--- src/include/timer_unit_regs.vh ---
// Register offsets, field positions and reset values of the dual timer.
// Assumes an 8-bit register port with byte addresses as offsets.
`ifndef TIMER_UNIT_REGS_VH
`define TIMER_UNIT_REGS_VH

// ============================================================
// Register offsets
`define OFS_A_MODE      8'hd8
`define OFS_A_COUNT     8'hd9
`define OFS_B_MODE      8'hda
`define OFS_B_COUNT     8'hdb
`define OFS_B_RELOAD    8'hcd
`define OFS_IRQ_ENABLE  8'he0
`define OFS_IRQ_FLAGS   8'he1

// ============================================================
// Timer A mode fields
`define A_ENABLE_BIT    7
`define A_RATE_HI       6
`define A_RATE_LO       4
`define A_RTC_BIT       0
`define A_MODE_MASK     8'hf1

// ============================================================
// Timer B mode fields
`define B_ENABLE_BIT    7
`define B_RATE_HI       6
`define B_RATE_LO       4
`define B_CKSEL_BIT     3
`define B_ALOAD_BIT     2
`define B_TOUT_BIT      1
`define B_PWM_BIT       0

// ============================================================
// Interrupt enable and flag fields
`define IRQ_A_BIT       0
`define IRQ_B_BIT       1

// ============================================================
// Reset values and constants
`define RST_BYTE        8'h00
`define IRQ_VECTOR      8'h08
`define RTC_DIVIDE      7'h40
`define RTC_DIV_LAST    6'h3f
`define COUNT_FULL      8'hff

`endif

--- src/verilog/pin_edge_sync.v ---
// Two-stage synchroniser with one-cycle edge pulse for an outside level.
// Assumes the pin is asynchronous to clk and slower than half its rate.
module pin_edge_sync #(
	parameter FALLING = 1
) (
	input  wire clk,
	input  wire rstn,
	input  wire pin,
	output reg  edge_pulse
);
	reg meta_r;
	reg sync_r;
	reg last_r;

	// Only sync_r and last_r feed the edge detector, never meta_r
	always @(posedge clk) begin
		if (!rstn) begin
			meta_r     <= 1'b0;
			sync_r     <= 1'b0;
			last_r     <= 1'b0;
			edge_pulse <= 1'b0;
		end else begin
			meta_r     <= pin;
			sync_r     <= meta_r;
			last_r     <= sync_r;
			if (FALLING != 0)
				edge_pulse <= last_r & ~sync_r;
			else
				edge_pulse <= ~last_r & sync_r;
		end
	end
endmodule // pin_edge_sync

--- src/verilog/rate_prescaler.v ---
// Instruction-clock prescaler: tick every 256 >> sel cycles.
// Assumes clk is the instruction clock; restarts while run is low.
module rate_prescaler (
	input  wire       clk,
	input  wire       rstn,
	input  wire       run,
	input  wire [2:0] sel,
	output reg        tick
);
	reg  [7:0] div_r;
	wire [7:0] mask;

	// Code 0 divides by 256, code 7 by 2
	assign mask = 8'hff >> sel;

	always @(posedge clk) begin
		if (!rstn || !run) begin
			div_r <= 8'h00;
			tick  <= 1'b0;
		end else begin
			div_r <= div_r + 8'h01;
			tick  <= ((div_r & mask) == mask);
		end
	end
endmodule // rate_prescaler

--- src/verilog/dual_8bit_timer_unit.v ---
// Dual 8-bit timer unit: basic timer A with RTC mode, timer B with
// reload, event counter, buzzer and PWM. clk is the instruction clock.
// Assumes the two pins are asynchronous; bus and green_mode are on clk.
// Behaviour
// - Timer A counts only while its mode enable bit 7 is set.
// - Timer A prescale code 0 divides by 256, code 7 by 2.
// - Timer A mode bit 0 selects RTC clock, else prescaled clock.
// - RTC clock is the 32768 Hz oscillator divided by 64.
// - In RTC mode prescale is ignored; full 256 counts per overflow.
// - Timer A overflow sets a sticky flag until software clears it.
// - Timer A has no reload; software rewrites count after overflow.
// - Timer B counts only while its enable bit is set.
// - Timer B overflows at ff, wrapping to 00 unless reloading, setting sticky flag.
// - Reload writes are buffered and loaded into count at overflow.
// - Reload follows auto-reload bit, forced on in PWM mode.
// - Enabled timer B overflow requests interrupt at vector 8.
// - In green mode timer B runs but never wakes the system.
// - Clock select 0: timer B counts prescaled instruction clock.
// - Clock select 1: timer B counts external pin, prescale ignored.
// - Event counting advances on falling edges of synchronised pin.
// - Without reload (auto-reload bit and PWM off) timer B spans 256 steps of the input clock.
// - Buzzer output toggles on every timer B overflow.
// - PWM cycle set by prescaler rate and reload contents.
`include "timer_unit_regs.vh"

module dual_8bit_timer_unit (
	input  wire       clk,
	input  wire       rstn,
	input  wire [7:0] addr,
	input  wire [7:0] wr_data,
	input  wire       wr_en,
	input  wire       rd_en,
	output reg  [7:0] rd_data,
	input  wire       rtc_osc_pin,
	input  wire       ext_count_pin,
	input  wire       green_mode,
	output reg        irq_req,
	output reg  [7:0] irq_vector,
	output reg        wake_req,
	output reg        wave_out,
	output reg        wave_oe
);

	// ============================================================
	// Register state
	reg  [7:0] timer_a_mode_reg;
	reg  [7:0] timer_a_count;
	reg  [7:0] timer_b_mode_reg;
	reg  [7:0] timer_b_count;
	reg  [7:0] reload_buf_r;
	reg  [7:0] timer_b_reload;
	reg        timer_a_irq_enable;
	reg        timer_b_irq_enable;
	reg        timer_a_overflow_flag;
	reg        timer_b_overflow_flag;
	reg  [5:0] rtc_div_r;
	reg        rtc_tick_r;
	reg        buzz_r;
	reg        pwm_r;

	// ============================================================
	// Decoded fields
	wire       timer_a_enable;
	wire [2:0] timer_a_prescale_sel;
	wire       timer_a_rtc_select;
	wire       timer_b_enable;
	wire [2:0] timer_b_prescale_sel;
	wire       timer_b_clock_select;
	wire       timer_b_autoreload_en;
	wire       timer_b_tout_en;
	wire       timer_b_pwm_en;

	assign timer_a_enable       = timer_a_mode_reg[`A_ENABLE_BIT];
	assign timer_a_prescale_sel =
		timer_a_mode_reg[`A_RATE_HI:`A_RATE_LO];
	assign timer_a_rtc_select   = timer_a_mode_reg[`A_RTC_BIT];
	assign timer_b_enable       = timer_b_mode_reg[`B_ENABLE_BIT];
	assign timer_b_prescale_sel =
		timer_b_mode_reg[`B_RATE_HI:`B_RATE_LO];
	assign timer_b_clock_select = timer_b_mode_reg[`B_CKSEL_BIT];
	assign timer_b_autoreload_en = timer_b_mode_reg[`B_ALOAD_BIT];
	assign timer_b_tout_en      = timer_b_mode_reg[`B_TOUT_BIT];
	assign timer_b_pwm_en       = timer_b_mode_reg[`B_PWM_BIT];

	// ============================================================
	// Write strobes
	wire wr_a_mode;
	wire wr_a_count;
	wire wr_b_mode;
	wire wr_b_count;
	wire wr_b_reload;
	wire wr_irq_en;
	wire wr_flags;

	// Exact decode; writes to any other address are dropped
	assign wr_a_mode   = wr_en && (addr == `OFS_A_MODE);
	assign wr_a_count  = wr_en && (addr == `OFS_A_COUNT);
	assign wr_b_mode   = wr_en && (addr == `OFS_B_MODE);
	assign wr_b_count  = wr_en && (addr == `OFS_B_COUNT);
	assign wr_b_reload = wr_en && (addr == `OFS_B_RELOAD);
	assign wr_irq_en   = wr_en && (addr == `OFS_IRQ_ENABLE);
	assign wr_flags    = wr_en && (addr == `OFS_IRQ_FLAGS);

	// ============================================================
	// Clock sources
	wire a_presc_tick;
	wire b_presc_tick;
	wire rtc_edge;
	wire ext_fall;

	// Prescalers restart on disable so the first period is whole
	rate_prescaler u_presc_a (
		.clk  (clk),
		.rstn (rstn),
		.run  (timer_a_enable & ~timer_a_rtc_select),
		.sel  (timer_a_prescale_sel),
		.tick (a_presc_tick)
	);

	rate_prescaler u_presc_b (
		.clk  (clk),
		.rstn (rstn),
		.run  (timer_b_enable & ~timer_b_clock_select),
		.sel  (timer_b_prescale_sel),
		.tick (b_presc_tick)
	);

	// Oscillator pin is asynchronous; count its rising edges
	pin_edge_sync #(.FALLING(0)) u_rtc_sync (
		.clk        (clk),
		.rstn       (rstn),
		.pin        (rtc_osc_pin),
		.edge_pulse (rtc_edge)
	);

	// External events count on falling edges after two flops
	pin_edge_sync #(.FALLING(1)) u_ext_sync (
		.clk        (clk),
		.rstn       (rstn),
		.pin        (ext_count_pin),
		.edge_pulse (ext_fall)
	);

	// Divide the oscillator edges by 64 for the RTC time base
	// The divider free-runs so its phase survives a timer A stop;
	// the first RTC step after enabling may come early
	always @(posedge clk) begin
		if (!rstn) begin
			rtc_div_r  <= 6'h00;
			rtc_tick_r <= 1'b0;
		end else begin
			rtc_tick_r <= 1'b0;
			if (rtc_edge) begin
				rtc_div_r  <= rtc_div_r + 6'h01;
				rtc_tick_r <= (rtc_div_r == `RTC_DIV_LAST);
			end
		end
	end

	// ============================================================
	// Timer A step and overflow
	wire a_tick;
	wire a_ovf;

	// RTC mode bypasses the prescale field entirely
	// No write guard: a count rewrite while the RTC runs shifts the
	// fixed interval, so software leaves the count alone there
	assign a_tick = timer_a_enable &&
		(timer_a_rtc_select ? rtc_tick_r : a_presc_tick);
	assign a_ovf  = a_tick && (timer_a_count == `COUNT_FULL);

	// ============================================================
	// Timer B step and overflow
	wire b_tick;
	wire b_ovf;
	wire b_reload_on;

	assign b_tick = timer_b_enable &&
		(timer_b_clock_select ? ext_fall : b_presc_tick);
	// Step from ff counts as overflow; without reload a full 256-step span, wrap ff to 00
	assign b_ovf  = b_tick && (timer_b_count == `COUNT_FULL);
	// PWM mode forces reload whenever the timer runs
	assign b_reload_on = timer_b_autoreload_en ||
		(timer_b_pwm_en && timer_b_enable);

	// ============================================================
	// Mode, enable and count registers
	// A software count write wins over a same-cycle step
	// so a count written on an overflow cycle skips the reload;
	// stop the timer before rewriting its count
	always @(posedge clk) begin
		if (!rstn) begin
			timer_a_mode_reg   <= `RST_BYTE;
			timer_a_count      <= `RST_BYTE;
			timer_b_mode_reg   <= `RST_BYTE;
			timer_b_count      <= `RST_BYTE;
			timer_a_irq_enable <= 1'b0;
			timer_b_irq_enable <= 1'b0;
		end else begin
			if (wr_a_mode)
				timer_a_mode_reg <= wr_data & `A_MODE_MASK;
			if (wr_b_mode)
				timer_b_mode_reg <= wr_data;
			if (wr_irq_en) begin
				timer_a_irq_enable <= wr_data[`IRQ_A_BIT];
				timer_b_irq_enable <= wr_data[`IRQ_B_BIT];
			end
			// No reload for A: it simply wraps to zero
			if (wr_a_count)
				timer_a_count <= wr_data;
			else if (a_tick)
				timer_a_count <= timer_a_count + 8'h01;
			if (wr_b_count)
				timer_b_count <= wr_data;
			else if (b_ovf && b_reload_on)
				timer_b_count <= reload_buf_r;
			else if (b_tick)
				timer_b_count <= timer_b_count + 8'h01;
		end
	end

	// ============================================================
	// Double-buffered reload
	// New value waits in the buffer and goes live only at overflow,
	// so a period in progress is never cut short
	// The count loads the buffer itself, so the period right after
	// the overflow already uses the new value
	always @(posedge clk) begin
		if (!rstn) begin
			reload_buf_r   <= `RST_BYTE;
			timer_b_reload <= `RST_BYTE;
		end else begin
			if (wr_b_reload)
				reload_buf_r <= wr_data;
			if (b_ovf)
				timer_b_reload <= reload_buf_r;
		end
	end

	// ============================================================
	// Sticky overflow flags
	// Writing 0 to a flag bit clears it; a new overflow wins
	// Writing 1 keeps a flag, so clearing one timer's flag leaves
	// the other untouched
	always @(posedge clk) begin
		if (!rstn) begin
			timer_a_overflow_flag <= 1'b0;
			timer_b_overflow_flag <= 1'b0;
		end else begin
			if (a_ovf)
				timer_a_overflow_flag <= 1'b1;
			else if (wr_flags && !wr_data[`IRQ_A_BIT])
				timer_a_overflow_flag <= 1'b0;
			if (b_ovf)
				timer_b_overflow_flag <= 1'b1;
			else if (wr_flags && !wr_data[`IRQ_B_BIT])
				timer_b_overflow_flag <= 1'b0;
		end
	end

	// ============================================================
	// Interrupt request and wake-up
	// Only timer A wakes from green mode; timer B keeps running
	// there but its overflow never raises a wake request
	// The vector is constant but registered, so every output of
	// the block comes from a flop
	always @(posedge clk) begin
		if (!rstn) begin
			irq_req    <= 1'b0;
			irq_vector <= `RST_BYTE;
			wake_req   <= 1'b0;
		end else begin
			irq_req    <= (timer_a_irq_enable & timer_a_overflow_flag)
				| (timer_b_irq_enable & timer_b_overflow_flag);
			irq_vector <= `IRQ_VECTOR;
			wake_req   <= green_mode & a_ovf;
		end
	end

	// ============================================================
	// Buzzer and PWM waveforms
	// Both toggle at overflow; the period is set by the prescale
	// rate and the live reload value, duty stays at one half
	always @(posedge clk) begin
		if (!rstn) begin
			buzz_r <= 1'b0;
			pwm_r  <= 1'b0;
		end else begin
			if (b_ovf)
				buzz_r <= ~buzz_r;
			if (!timer_b_pwm_en || !timer_b_enable)
				pwm_r <= 1'b0;
			else if (b_ovf)
				pwm_r <= ~pwm_r;
		end
	end

	// Output pin: PWM takes precedence over the buzzer toggle
	// The pin is released whenever neither PWM nor buzzer is on
	always @(posedge clk) begin
		if (!rstn) begin
			wave_out <= 1'b0;
			wave_oe  <= 1'b0;
		end else begin
			wave_oe  <= timer_b_pwm_en | timer_b_tout_en;
			wave_out <= timer_b_pwm_en ? pwm_r :
				(timer_b_tout_en & buzz_r);
		end
	end

	// ============================================================
	// Register read port
	// Data stands one cycle after the strobe; reload is write-only
	// and unmapped addresses read zero
	// Reads have no side effects: flags clear only by writes
	always @(posedge clk) begin
		if (!rstn) begin
			rd_data <= `RST_BYTE;
		end else if (!rd_en) begin
			rd_data <= `RST_BYTE;
		end else if (addr == `OFS_A_MODE) begin
			rd_data <= timer_a_mode_reg;
		end else if (addr == `OFS_A_COUNT) begin
			rd_data <= timer_a_count;
		end else if (addr == `OFS_B_MODE) begin
			rd_data <= timer_b_mode_reg;
		end else if (addr == `OFS_B_COUNT) begin
			rd_data <= timer_b_count;
		end else if (addr == `OFS_IRQ_ENABLE) begin
			rd_data <= {6'h00, timer_b_irq_enable, timer_a_irq_enable};
		end else if (addr == `OFS_IRQ_FLAGS) begin
			rd_data <= {6'h00, timer_b_overflow_flag,
				timer_a_overflow_flag};
		end else begin
			rd_data <= `RST_BYTE;
		end
	end

endmodule // dual_8bit_timer_unit

--- config.mk ---
export PLATFORM = sky130hd
export DESIGN_NAME = dual_8bit_timer_unit
export DESIGN_NICKNAME = d
export VERILOG_FILES = /design/src/verilog/pin_edge_sync.v /design/src/verilog/rate_prescaler.v /design/src/verilog/dual_8bit_timer_unit.v
export VERILOG_INCLUDE_DIRS = /design/src /design/src/include
export SDC_FILE = /design/constraint.sdc
export NUM_CORES = 1
export LEC_CHECK = 0
export ABC_AREA = 1
export BUFFER_PORTS_ARGS = -buffer_cell sky130_fd_sc_hd__buf_4
export CAP_MARGIN = 20
export CORE_UTILIZATION = 52
export DETAILED_ROUTE_END_ITERATION = 8
export MAX_ROUTING_LAYER = met4
export PLACE_DENSITY = 0.71
export RECOVER_POWER = 100
export SYNTH_ARGS = -nofsm -noshare
export SYNTH_HDL_FRONTEND = slang
export SYNTH_SLANG_ARGS = --single-unit
--- constraint.sdc ---
create_clock -name clk -period 1.95 [get_ports clk]
set_input_delay 0.2925 -clock clk [delete_from_list [all_inputs] [get_ports clk]]
set_output_delay 0.2925 -clock clk [all_outputs]
set_load 0.05 [all_outputs]
==> reports/summary.log <==
qor: outcome.result_of_the_run complete, no violations
qor: timing.final-hold-violation-count 0
qor: pwr.leakagePower 0.00186 µW
qor: worst_setup_path.worstPathBufferInverterCount 1
qor: die.effective_utilization_at_floorplan 54.3%
qor: timing.worst_pin_slew 0.659 ns
qor: clock_network.cts-buffers-inserted 9
qor: cells_and_area.synthToLayoutAreaGrowth 10.6%
qor: die.dieArea 8510 µm²
qor: die.io-pin-count 43
qor: worst_setup_path.worstPathCellList ha_1, nand3_1, inv_1, nand2_1, nor2_2, nand3_1, nand3_1, nand2_1, a21oi_1
qor: synth.synthDistinctLibCells 43
qor: cells_and_area.multi_input_area 2020 µm²
qor: pwr.total_power 3270 µW
qor: place.gp_congestion 0.936
qor: cells_and_area.insertedDiodeCount 0
qor: pwr.worst_ir_drop_vdd 437 µV
qor: clock_network.cts.htree.levels 3
qor: worst_setup_path.slowest_stage sky130_fd_sc_hd__dfxtp_1
qor: grt.grt_pass1_vias 3577
qor: run.max_cap_violations 0
qor: timing.timing.final.crit_share 91.2%
qor: grt.antenna_violations_before_repair 0
qor: hold_path.worstHoldPathType in -> reg
qor: synth.postSynthRegisterBits 89
qor: clock_network.tritoncts_num_sinks 89
qor: cells_and_area.sequential_cell_area 1780 µm²
qor: route.drt_pre_antenna_iters 5
qor: timing.relSlewSlack 55.7%
qor: clock_network.clkLatencyLatePin 0.36 ns
qor: worst_setup_path.cp_data_required_time 2.22 ns
qor: synth.ys_warn_count 0
qor: worst_setup_path.critical_path.most_common_cell sky130_fd_sc_hd__nand3_1
qor: worst_setup_path.critical_path.max_stage_delay 0.41 ns
qor: route.remaining_antenna_violation_count_after_routing 0
qor: timing.clock.fmax 0.563 GHz
qor: synth.postSynthCellCount 578
qor: clock_network.clock_tree_from_tritoncts yes
qor: timing.final.min_clock_period 1.78 ns
qor: route.drcViolationCount 0
qor: timing.finClkSkew 0.00844 ns
qor: grt.gr-usage-met3 4.64%
qor: grt.wire_length_of_the_first_global_routing_pass 16800 µm
qor: synth.synth.cell_area 4240 µm²
qor: grt.grt_max_degree 31
qor: route.first_iter_violations 264
qor: pwr.power.density_cell_area 698 nW/µm²
qor: cells_and_area.layout.nets 646
qor: synth.synth-seq-area-share 42.0%
qor: timing.setup_repair_after_global_routing_missed_its_margin no
qor: grt.use_met1 33.9%
qor: place.hpwl_after_detailed_placement 7350 µm
qor: clock_network.cts.clk_slew.worst_paths 0.09 ns
qor: worst_setup_path.end_kind flop
qor: worst_setup_path.critPathArrivalTime 2.05 ns
qor: worst_setup_path.critical_path_peak_fanout 8
qor: worst_setup_path.cp-start-kind flop
qor: synth.synth_async_sr_flop_share 0%
qor: grt.grt_most_used_layer met2
qor: worst_setup_path.worst_path_dominant_cell_family simple AND/OR/NAND/NOR gates
qor: timing.timing.final.setup_violations 0
qor: route.wire_per_inst 13.8 µm
qor: cells_and_area.drive_above_1_share 10.1%
qor: route.viasPerCell 5.26
qor: place.port_buffers 35
qor: grt.grt_use_total 25.8%
qor: clock_network.cts_buffer_depth 2
qor: synth.synth_edf_count 0
qor: clock_network.postCtsHoldBufs 0
qor: timing.fin_tns_setup 0 ns
qor: synth.ys.flop_type sky130_fd_sc_hd__dfxtp_1
qor: worst_setup_path.critPathKind reg -> reg
qor: clock_network.cts_resized 0
qor: grt.use_met2 40.2%
qor: grt.grt-ovfl-total 0
qor: synth.syn-mean-instance-area 7.33 µm²
qor: route.detailroute.via_count 3813
qor: die.coreArea 7810 µm²
qor: route.detail_route.wirelength 10000 µm
qor: timing.final_count_of_pins_violating_max_slew 0
qor: die.die_y 92.3 µm
qor: cells_and_area.fillerInstances 755
qor: clock_network.clock-root-buffer sky130_fd_sc_hd__clkbuf_8
qor: die.die_w 92.3 µm
qor: die.count_of_standard_cell_rows 32
qor: clock_network.post_cts_buffers 0
==> report_power, final <==
part	internal, µW	switching [µW]	total (µW)
logic	50.5	129	179
clock network	578	681	1260
registers	1830	5.35	1830
==> area by class of cell <==
| type | count | area share (%) |
|---|---|---|
| multi-input combinational | 395 | 43.1 |
| sequential | 89 | 38.0 |
| inverter | 83 | 6.75 |
| timing repair buffer | 40 | 5.18 |
| clock buffer | 12 | 3.52 |
| tap | 102 | 2.72 |
| clock inverter | 4 | 0.694 |
==> final timing paths <==
check,slack (ns),cells past startpoint,to,start
setup / recovery,0.17,9,timer_b_count[7]$_SDFFE_PN0P_,timer_b_count[0]$_SDFFE_PN0P_
hold / removal,0.12,3,u_rtc_sync.meta_r$_SDFF_PN0_,rtc_osc_pin
setup reg to reg,0.17,9,timer_b_count[7]$_SDFFE_PN0P_,timer_b_count[0]$_SDFFE_PN0P_
hold reg to reg,0.38,1,u_rtc_sync.edge_pulse$_SDFF_PN0_,u_rtc_sync.last_r$_SDFF_PN0_
==> metrics by stage <==
| step | worst slack, ns | hold slack (ns) | util [%] | instances | area, µm² |
|---|---|---|---|---|---|
| 5_1_grt | 0.0535 | 0.111 | 60.0 | 725 | 4690 |
| 6_report | 0.173 | 0.123 | 60.0 | 725 | 4690 |
| 4_1_cts | 0.207 | 0.110 | 61.3 | 725 | 4790 |
| 3_5_place_dp | 0.264 | 0.381 | 58.8 | 709 | 4590 |
| 2_1_floorplan | 0.576 | 0.320 | - | 584 | 4260 |
| 3_3_place_gp | 0.296 | 0.374 | 58.8 | 709 | 4590 |
==> routing by layer <==
metal / wire (µm) / up-vias
li1: - / 1968
met1: 4860 / 1729
met2: 4530 / 100
met3: 445 / 16
met4: 162 / 0
met5: 0 / -
==> synthesized netlist by cell type, types with 2 or more instances <==
master	count	area, µm²
sky130_fd_sc_hd__nor2_2	3	18.8
sky130_fd_sc_hd__inv_2	5	18.8
sky130_fd_sc_hd__nor2_4	2	22.5
sky130_fd_sc_hd__dfxtp_1	89	1780
sky130_fd_sc_hd__nand2_1	93	349
sky130_fd_sc_hd__o21ai_2	2	17.5
sky130_fd_sc_hd__xnor2_1	2	17.5
sky130_fd_sc_hd__nor2_1	59	221
sky130_fd_sc_hd__nand2_2	5	31.3
sky130_fd_sc_hd__o21ai_0	52	260
sky130_fd_sc_hd__o211ai_1	2	15.0
sky130_fd_sc_hd__clkbuf_1	5	18.8
sky130_fd_sc_hd__nor3_1	13	65.1
sky130_fd_sc_hd__inv_1	77	289
sky130_fd_sc_hd__ha_1	5	62.6
sky130_fd_sc_hd__a21oi_1	62	310
sky130_fd_sc_hd__buf_1	2	7.51
sky130_fd_sc_hd__a21oi_2	3	26.3
sky130_fd_sc_hd__o21ai_1	5	25.0
sky130_fd_sc_hd__o22ai_1	2	12.5
sky130_fd_sc_hd__nand3_4	2	35.0
sky130_fd_sc_hd__nand4_1	8	50.1
sky130_fd_sc_hd__o221ai_1	2	17.5
sky130_fd_sc_hd__a211oi_1	4	30.0
sky130_fd_sc_hd__or2_2	2	12.5
sky130_fd_sc_hd__buf_4	7	52.6
sky130_fd_sc_hd__nand3_1	35	175
sky130_fd_sc_hd__nor2_8	2	40.0
sky130_fd_sc_hd__nor3b_1	5	37.5
sky130_fd_sc_hd__o21bai_1	2	15.0
sky130_fd_sc_hd__xor2_1	8	70.1
sky130_fd_sc_hd__buf_2	2	10.0
==> worst reg2reg max path, stage by stage, from the launching register on <==
cell,delay (ns)
sky130_fd_sc_hd__dfxtp_1,0.41
sky130_fd_sc_hd__ha_1,0.24
sky130_fd_sc_hd__nand3_1,0.19
sky130_fd_sc_hd__inv_1,0.10
sky130_fd_sc_hd__nand2_1,0.07
sky130_fd_sc_hd__nor2_2,0.29
sky130_fd_sc_hd__nand3_1,0.12
sky130_fd_sc_hd__nand3_1,0.10
sky130_fd_sc_hd__nand2_1,0.06
sky130_fd_sc_hd__a21oi_1,0.13
==> cell usage in the layout (no fill, tap or decap), drive strengths merged, types with 5 or more instances in the layout <==
cell	netlist	final
nand2	100	100
dfxtp	89	89
inv	83	84
nor2	66	66
a21oi	65	65
o21ai	60	60
nand3	37	37
clkbuf	5	29
buf	12	23
nor3	14	14
nand4	9	9
xor2	8	8
conb	1	7
a211oi	5	5
nor3b	5	5
ha	5	5
==> cell families (layout without fill, tap and decap cells) <==
logic type | after synthesis | in the layout | share of synthesized area [%]
buffers and inverters | 100 | 139 | 9.83
AO/OA/AOI/OAI | 140 | 140 | 18.2
XOR/XNOR | 10 | 10 | 2.07
other | 1 | 7 | 0.0885
flip-flops | 89 | 89 | 42.0
AND/OR/NAND/NOR | 233 | 233 | 26.2
adder cells (fa/ha/maj) | 5 | 5 | 1.48
Power figures use the tool's default switching activity.
